--- config.mk ---
export PLATFORM = sky130hd
export DESIGN_NAME = tawg_top
export DESIGN_NICKNAME = d
export VERILOG_FILES = /design/src/design/tawg_pkg.sv /design/src/design/tawg_top.sv /design/src/design/tawg_prot_reg.sv
export SDC_FILE = /design/constraint.sdc
export NUM_CORES = 1
export LEC_CHECK = 0
export BUFFER_PORTS_ARGS = -buffer_cell sky130_fd_sc_hd__clkbuf_2
export CORE_MARGIN = 4
export CORE_UTILIZATION = 53
export CTS_CLUSTER_DIAMETER = 50
export DETAILED_ROUTE_END_ITERATION = 7
export HOLD_SLACK_MARGIN = 0.1
export PLACE_DENSITY = 0.84
export SYNTH_ARGS = -nofsm -noshare
export SYNTH_HDL_FRONTEND = slang
export SYNTH_SLANG_ARGS = --single-unit
--- constraint.sdc ---
create_clock -name clk -period 3.7 [get_ports clk]
set_input_delay 0 -clock clk [delete_from_list [all_inputs] [get_ports clk]]
set_output_delay 0 -clock clk [all_outputs]
set_load 0.005 [all_outputs]
--- src/design/tawg_pkg.sv ---
// Package of constants and carriers for the timed access write guard
package tawg_pkg;

   // ************************************************************
   // Register bus
   // ************************************************************
   localparam int            ADDR_W         = 8;
   localparam int            DATA_W         = 8;
   localparam logic [7:0]    KEY_ADDR       = 8'hC7;
   localparam logic [7:0]    KEY_RESET      = 8'h00;
   localparam logic [7:0]    KEY_ARM        = 8'hAA;
   localparam logic [7:0]    KEY_OPEN       = 8'h55;

   // ************************************************************
   // Timing, in clock cycles
   // ************************************************************
   localparam int            ARM_CYCLES     = 3;
   localparam int            WIN_CYCLES     = 4;
   localparam int            CNT_W          = 3;
   localparam logic [2:0]    CNT_ZERO       = 3'h0;
   localparam logic [2:0]    CNT_ONE        = 3'h1;

   // ************************************************************
   // Guard states and write carrier
   // ************************************************************
   typedef enum logic [1:0]
   {
      TAWG_IDLE  = 2'b00,
      TAWG_ARMED = 2'b01,
      TAWG_OPEN  = 2'b10
   } tawg_state_e;

   typedef struct packed
   {
      logic              en;
      logic [ADDR_W-1:0] addr;
      logic [DATA_W-1:0] data;
   } tawg_wr_s;

endpackage

--- src/design/tawg_top.sv ---
// Timed access write guard for protected special function registers
`timescale 1ns/100ps
`default_nettype none

module tawg_top
#(
   parameter logic [7:0] WDOG_ADDR  = 8'hAA,
   parameter logic [7:0] WDOG_RESET = 8'h00,
   parameter logic [7:0] BOD_ADDR   = 8'hAB,
   parameter logic [7:0] BOD_RESET  = 8'h00
)
(
   input  wire logic                      clk,
   input  wire logic                      rst,
   input  wire logic                      ce,
   input  wire logic                      wr_en,
   input  wire logic [tawg_pkg::ADDR_W-1:0] wr_addr,
   input  wire logic [tawg_pkg::DATA_W-1:0] wr_data,
   input  wire logic [tawg_pkg::ADDR_W-1:0] rd_addr,
   output logic [tawg_pkg::DATA_W-1:0]    rd_data,
   output logic                           window_open,
   output logic [7:0]                     watchdog_control,
   output logic [7:0]                     brownout_control
);

   // ************************************************************
   // Key sequence state
   // ************************************************************
   tawg_pkg::tawg_state_e             state_q;
   tawg_pkg::tawg_state_e             state_d;
   logic [tawg_pkg::CNT_W-1:0]        cnt_q;
   logic [tawg_pkg::CNT_W-1:0]        cnt_d;
   logic [tawg_pkg::DATA_W-1:0]       rd_q;
   logic [tawg_pkg::DATA_W-1:0]       rd_d;
   tawg_pkg::tawg_wr_s                wr;
   logic                              key_wr;
   logic [7:0]                        wdog_val;
   logic [7:0]                        bod_val;
   logic                              window_q;
   logic                              window_d;
   localparam int                     PROT_N     = 2;
   localparam int                     WDOG_IDX   = 0;
   localparam int                     BOD_IDX    = 1;
   localparam logic [PROT_N-1:0][7:0] PROT_ADDR  = {BOD_ADDR, WDOG_ADDR};
   localparam logic [PROT_N-1:0][7:0] PROT_RESET = {BOD_RESET, WDOG_RESET};
   logic [PROT_N-1:0][7:0]            prot_val;

   // Address match, shared by the key decode and the read port
   function automatic logic addr_hit
   (
      input logic [tawg_pkg::ADDR_W-1:0] addr,
      input logic [tawg_pkg::ADDR_W-1:0] match
   );
      addr_hit = (addr == match);
   endfunction

   assign wr     = '{en: wr_en, addr: wr_addr, data: wr_data};
   assign key_wr = wr_en && addr_hit(wr_addr, tawg_pkg::KEY_ADDR);

   always_comb
   begin
      state_d = state_q;
      cnt_d   = cnt_q;
      case (state_q)
         tawg_pkg::TAWG_IDLE:
         begin
            // Only AAH arms; any other key value keeps us idle
            if (key_wr && wr_data == tawg_pkg::KEY_ARM)
            begin
               state_d = tawg_pkg::TAWG_ARMED;
               cnt_d   = tawg_pkg::CNT_W'(tawg_pkg::ARM_CYCLES);
            end
         end
         tawg_pkg::TAWG_ARMED:
         begin
            if (key_wr && wr_data == tawg_pkg::KEY_OPEN)
            begin
               state_d = tawg_pkg::TAWG_OPEN;
               cnt_d   = tawg_pkg::CNT_W'(tawg_pkg::WIN_CYCLES);
            end
            else if (key_wr)
            begin
               state_d = tawg_pkg::TAWG_IDLE;
               cnt_d   = tawg_pkg::CNT_ZERO;
            end
            else if (cnt_q == tawg_pkg::CNT_ONE)
            begin
               state_d = tawg_pkg::TAWG_IDLE;
               cnt_d   = tawg_pkg::CNT_ZERO;
            end
            else
            begin
               cnt_d = cnt_q - tawg_pkg::CNT_ONE;
            end
         end
         tawg_pkg::TAWG_OPEN:
         begin
            // Closes on its own; a fresh key pair is needed after
            if (cnt_q == tawg_pkg::CNT_ONE)
            begin
               state_d = tawg_pkg::TAWG_IDLE;
               cnt_d   = tawg_pkg::CNT_ZERO;
            end
            else
            begin
               cnt_d = cnt_q - tawg_pkg::CNT_ONE;
            end
         end
         default:
         begin
            state_d = tawg_pkg::TAWG_IDLE;
            cnt_d   = tawg_pkg::CNT_ZERO;
         end
      endcase
   end

   always_ff @(posedge clk or posedge rst)
   begin
      if (rst)
      begin
         state_q <= tawg_pkg::TAWG_IDLE;
         cnt_q   <= tawg_pkg::CNT_ZERO;
      end
      else if (ce)
      begin
         state_q <= state_d;
         cnt_q   <= cnt_d;
      end
   end

   // ************************************************************
   // Window flag
   // ************************************************************
   // Registered from the next state so the pin comes from a flop
   always_comb
   begin
      window_d = 1'b0;
      if (state_d == tawg_pkg::TAWG_OPEN)
      begin
         window_d = 1'b1;
      end
   end

   always_ff @(posedge clk or posedge rst)
   begin
      if (rst)
      begin
         window_q <= 1'b0;
      end
      else if (ce)
      begin
         window_q <= window_d;
      end
   end

   assign window_open = window_q;

   // ************************************************************
   // Protected registers
   // ************************************************************
   genvar g;

   generate
      for (g = 0; g < PROT_N; g = g + 1)
      begin : g_prot
         tawg_prot_reg #(.ADDR(PROT_ADDR[g]), .RESET(PROT_RESET[g])) u_reg
         (
            .clk         (clk),
            .rst         (rst),
            .ce          (ce),
            .wr          (wr),
            .window_open (window_q),
            .value       (prot_val[g])
         );
      end
   endgenerate

   assign wdog_val         = prot_val[WDOG_IDX];
   assign bod_val          = prot_val[BOD_IDX];
   assign watchdog_control = wdog_val;
   assign brownout_control = bod_val;

   // ************************************************************
   // Read port, registered; key reads as zero since it is write-only
   // ************************************************************
   always_comb
   begin
      rd_d = tawg_pkg::KEY_RESET;
      if (addr_hit(rd_addr, WDOG_ADDR))
      begin
         rd_d = wdog_val;
      end
      else if (addr_hit(rd_addr, BOD_ADDR))
      begin
         rd_d = bod_val;
      end
   end

   always_ff @(posedge clk or posedge rst)
   begin
      if (rst)
      begin
         rd_q <= tawg_pkg::KEY_RESET;
      end
      else if (ce)
      begin
         rd_q <= rd_d;
      end
   end

   assign rd_data = rd_q;

endmodule

`default_nettype wire

--- src/design/tawg_prot_reg.sv ---
// One protected register: writes land only while the window is open
`timescale 1ns/100ps
`default_nettype none

module tawg_prot_reg
#(
   parameter logic [7:0] ADDR  = 8'hAA,
   parameter logic [7:0] RESET = 8'h00
)
(
   input  wire logic              clk,
   input  wire logic              rst,
   input  wire logic              ce,
   input  wire tawg_pkg::tawg_wr_s wr,
   input  wire logic              window_open,
   output logic [7:0]             value
);

   logic [7:0] value_q;
   logic [7:0] value_d;

   // ************************************************************
   // Next value
   // ************************************************************
   always_comb
   begin
      value_d = value_q;
      // Writes outside the window are dropped silently
      if (wr.en && wr.addr == ADDR && window_open)
      begin
         value_d = wr.data;
      end
   end

   always_ff @(posedge clk or posedge rst)
   begin
      if (rst)
      begin
         value_q <= RESET;
      end
      else if (ce)
      begin
         value_q <= value_d;
      end
   end

   assign value = value_q;

endmodule

`default_nettype wire

; ---- Yosys cells after proc, flatten, opt, wreduce, memory -nomap -nowiden
; Cells that the tools add are included.
[word_totals]
elab_cells = 43
inputBits = 28
output_inout_bits = 25
ff_bits = 30
[op_classes]
eq_ne = 12
add_sub_neg = 1
n_mux = 13
reduce_logical = 11
[op_table]
columns = op, n
row1 = "== test 8 bit, second input constant", 6
row2 = 2-to-1 mux 8 bit, 2
row3 = 2-to-1 mux 3 bit, 4
row4 = case mux 3 bit (3 select lines), 1
row5 = "== test 8 x 7 -> 1 bit, second input constant", 1
row6 = 2-to-1 mux 2 bit, 4
row7 = logical AND 1 bit, 7
row8 = case mux 2 bit (3 select lines), 1
row9 = AND reduction 2 bit, 3
row10 = "== test 2 bit, second input constant", 2
row11 = "== test 3 x 1 -> 1 bit, second input constant", 1
row12 = "subtractor 3 x 1 -> 3 bit, second input constant", 1
row13 = "== test 2 x 1 -> 1 bit, second input constant", 1
row14 = zero test 2 bit, 1
row15 = "inequality test 2 bit, second input constant", 1
row16 = 2-to-1 mux 1 bit, 1

; ---- Depth between registers and ports, before layout
[logic_depth]
ltp_word = 7
mapped_depth = 6
mapped_depth_nobuf = 6

; ---- By module
; Synthesis repeated with hierarchy kept, for this count alone.
[unflattened]
hier_cells = 135
area_unflattened_um2 = 1594.0
[by_module_without_submodules]
columns = module, instances, cells_per_inst, area_each_um2, seq_area_each_um2
row1 = tawg_top, 1, 93, 918.4, 350.3
row2 = tawg_prot_reg at g_prot[0].u_reg, 1, 21, 339.1, 200.2
row3 = tawg_prot_reg at g_prot[1].u_reg, 1, 21, 336.6, 200.2

; ---- Worst setup path after synthesis
; OpenSTA, ideal clock, no wires.
[synth_path]
kind = reg2reg
startpoint = register window_q (netlist: window_open)
endpoint = register g_prot[0].u_reg.value_q[0]
setup_time_ns = 0.125
synth_period_minus_slack_ns = 1.271
path_stages_with_launch = 5
path_buffers = 1
arrival_time_ns = 1.146
required_ns = 3.575
setup_slack_ns = 2.429
cell_sequence = dfrtp_1 and4_4 nor2b_4 buf_8 mux2_4
[synth_via]
elab_chain_cells = 2
[synth_lines]
columns = item, line
row1 = from (decl), tawg_top.sv:39  ; logic window_q;
row2 = from (signal assigned), tawg_top.sv:152  ; window_q <= window_d;
row3 = logical AND 1 bit, tawg_prot_reg.sv:29  ; if (wr.en && wr.addr == ADDR && window_open)
row4 = AND reduction 2 bit (no source line), --
row5 = to (signal assigned), tawg_prot_reg.sv:43  ; value_q <= value_d;
row6 = to (decl), tawg_prot_reg.sv:19  ; logic [7:0] value_q;
; No other way between the ends.
; A chain may end at the register's enable or synchronous reset.

; ---- Worst setup path in the final report
[layout_path]
startpoint = input port wr_data[7] (netlist name)
endpoint = register cnt_q[2] (netlist name)
[layout_via]
elab_chain_cells = 4
elab_cells_between_ends = 8
cone_classes = 3 x eq/ne / 2 x mux / 3 x reduce/logical
[layout_lines]
columns = item, line
row1 = from (decl), tawg_top.sv:18  ; input wire logic [tawg_pkg::DATA_W-1:0] wr_data,
row2 = == test 8 x 7 -> 1 bit / == test 8 bit (equally long branches), "tawg_top.sv:76, tawg_top.sv:68"
row3 = "logical AND 1 bit, on equally long branches", "tawg_top.sv:76, tawg_top.sv:68"
row4 = 2-to-1 mux 3 bit / inequality test 2 bit (equally long branches), --
row5 = case mux 3 bit (3 select lines) / AND reduction 2 bit (equally long branches), --
row6 = to (signal assigned), tawg_top.sv:122  ; cnt_q <= tawg_pkg::CNT_ZERO;
row7 = to (signal assigned), tawg_top.sv:127  ; cnt_q <= cnt_d;
row8 = to (decl), tawg_top.sv:31  ; logic [tawg_pkg::CNT_W-1:0] cnt_q;
; Parallel ways exist; a longest one is shown, timed or not.

==> metrics <==
status finished, final reports clean; RSZ-0062 raised after global routing no; Boundary Pins 53; LEAKAGE 0.9666 nW; placed insts 209; Tcrit/Tclk final 40.38%; Yosys cell types 35; Max FO, Critical Path 5; WL/cell 16.13 um; crit-path max cell delay 0.53 ns; Synth top cells by count 30 x dfrtp_1, 11 x a21oi_1, 9 x nor2_1; CTS max path bufs 2; port bufs 52; first-pass GRT wire length 5892 um; Placer Congestion 0.8203; Clock Skew 0.01013 ns; peak supply drop 0.3101 mV; clock tree root buffer cell clkbuf_4; hold crit path type in -> reg; Mapped Area 1508 um2; total grt overflow 0; antenna cells 0; CP Data Arrival Time 1.71 ns; largest net degree at the start of global routing 31; Worst-Margin Slew 1.085 ns; Seq/Total Area, Yosys 49.79%; top cells by area, synth dfrtp_1 50%, mux2_4 8.0%, mux2_2 6.0%; area delta synth->final 27.47%; CP startpoint kind input port; synth warn 0; Chip Width 61.34 um; Post-synth EDFFs 0; most used flip-flop cell after synthesis dfrtp_1; drc violations 0; worst skew pair latency 0.32 ns; routed wire length 3612 um; final setup vio count 0; fillers 190; most numerous cell in the Yosys netlist dfrtp_1; Avg Inst Size Synth 11.60 um2; Resized Gates After CTS 0; vias in the first global route 1,268; fin crit period 1.494 ns; critical path's slowest cell dlygate4sd3_1; final setup TNS 0 ns; post-DP HPWL 2559 um; Chip Height 61.34 um; # Post-CTS Setup Buffers 0; post-layout net count 224; WS Path Type in -> reg; Final Max Tran Viols 0; DRT Pass-1 Iters 4; initial antenna violation count 0; storage element area 750.7 um2; CTS clock-pin slew for the worst setup and hold paths 0.10 ns; post-synth top area share 49.79%; row count 19; initial core utilization 55.15%; max cap viols 0; Routed Antenna Nets 0; # H-tree levels 2; relative max-transition margin 27.60%; die footprint 3762 um2; Inserted Clock Buffers 5; clock sinks 30; Total GRT Usage 21.45%; Syn Inst Count 130; vias per std cell 5.679; leading area contributor after synthesis dfrtp_1; Post-Syn Nets 160; crit end category flip-flop; Power Dens Cells 303.9 nW/um2; critical path cell sequence dlygate4sd3_1 > clkbuf_2 > nor4bb_1 > nand4_1 > o21ai_2 > o311ai_1 > o2bb2ai_1; Final Non-Filler Cells 224; Crit path required time 3.92 ns; TritonCTS clock tree built; Yosys reg bits 30; share of cells above drive strength 1 42.49%; Max Freq 669.4 MHz; ys async rst share 100.0%; DR iter-0 viols 59; core area 2734 um2; area of the multi-input gates 704.4 um2; via count 1,272; final hold violations 0
==> metrics by stage <==
stage	util, %	hold slack (ns)	area (um2)	total power, mW	setup WS (ns)
6_report	70.30	0.1644	1922	0.5841	2.206
5_1_grt	70.30	0.1738	1922	0.6126	2.077
4_1_cts	70.30	0.1547	1922	0.5891	2.225
3_5_place_dp	65.13	0.2906	1780	0.3924	2.212
3_3_place_gp	65.13	0.2750	1780	0.3904	2.275
2_1_floorplan	-	0.09081	1508	0.3629	2.429
==> power by group <==
group	internal, mW	total, mW	switching (mW)
Sequential	0.334	0.337	0.00369
Clock	0.0855	0.190	0.105
Combinational	0.0273	0.0564	0.0291
Total	0.447	0.584	0.138
==> flip-flops by register name (all words and copies together) (netlist names) <==
| name | flops |
|---|---|
| state_q | 2 |
| g_prot.u_reg.value | 16 |
| window_open | 1 |
| rd_data | 8 |
| cnt_q | 3 |
==> critical path: cells and delay by family <==
kind                   cells  cell delay, ns
AOI/OAI and AO/OA          3            0.52
and+or+nand+nor            2            0.51
buffers and inverters      2            0.68
==> timing repair <==
action	in CTS	in global routing
hold endpoints to repair	46	0
hold buffers	9	0
endpoints found under the setup margin	0	0
==> metal layers <==
layer	global-route usage (%)	vias to the layer above	part of all wire, %
met5	0	-	0
met4	10.30	0	1.0
met3	3.983	4	6.6
met2	35.05	49	53
met1	27.52	611	40
li1	-	608	-
==> worst paths after layout <==
| check | slack, ns | to | from | cells past startpoint |
|---|---|---|---|---|
| worst max register to register | 2.31 | window_open | cnt_q[1] | 6 |
| worst max-delay path | 2.21 | cnt_q[2] | wr_data[7] | 7 |
| worst min register to register | 0.52 | cnt_q[2] | cnt_q[2] | 1 |
| max in group asynchronous | 2.57 | rd_data[0] | rst | 3 |
| worst min-delay path | 0.16 | g_prot[0].u_reg.value[0] | wr_addr[0] | 3 |
| min in group asynchronous | 0.47 | state_q[0] | rst | 3 |
==> cell usage in the layout (no fill, tap or decap), types with 2 or more instances in the layout <==
cell type and instances:
clkbuf_2 52, dfrtp_1 30, a21oi_1 11, nor2_1 9, dlygate4sd3_1 9, a22oi_1 8
o21ai_0 8, mux2_2 8, mux2_4 8, inv_1 7, clkbuf_4 5, nand2_1 4
nor3_2 3, nor2b_1 3, nor4bb_1 3, nor3b_1 2, nor3_1 2, ha_1 2
==> cell families (layout without fill, tap and decap cells) <==
kind of cell,count (synthesis),in the layout,share of synthesized area [%]
compound gates,34,34,14.19
flops,30,30,49.79
simple gates,37,37,16.93
mux,16,16,13.94
buf+inv,11,74,3.485
fa+ha+maj,2,2,1.659
==> layout make-up <==
class | instances | area share (%)
Timing Repair Buffer | 61 | 18.23
Tap cell | 31 | 2.018
Clock buffer | 6 | 2.669
Inverter | 7 | 1.367
Multi-Input combinational cell | 89 | 36.65
Sequential cell | 30 | 39.06
Power figures use the tool's default switching activity.
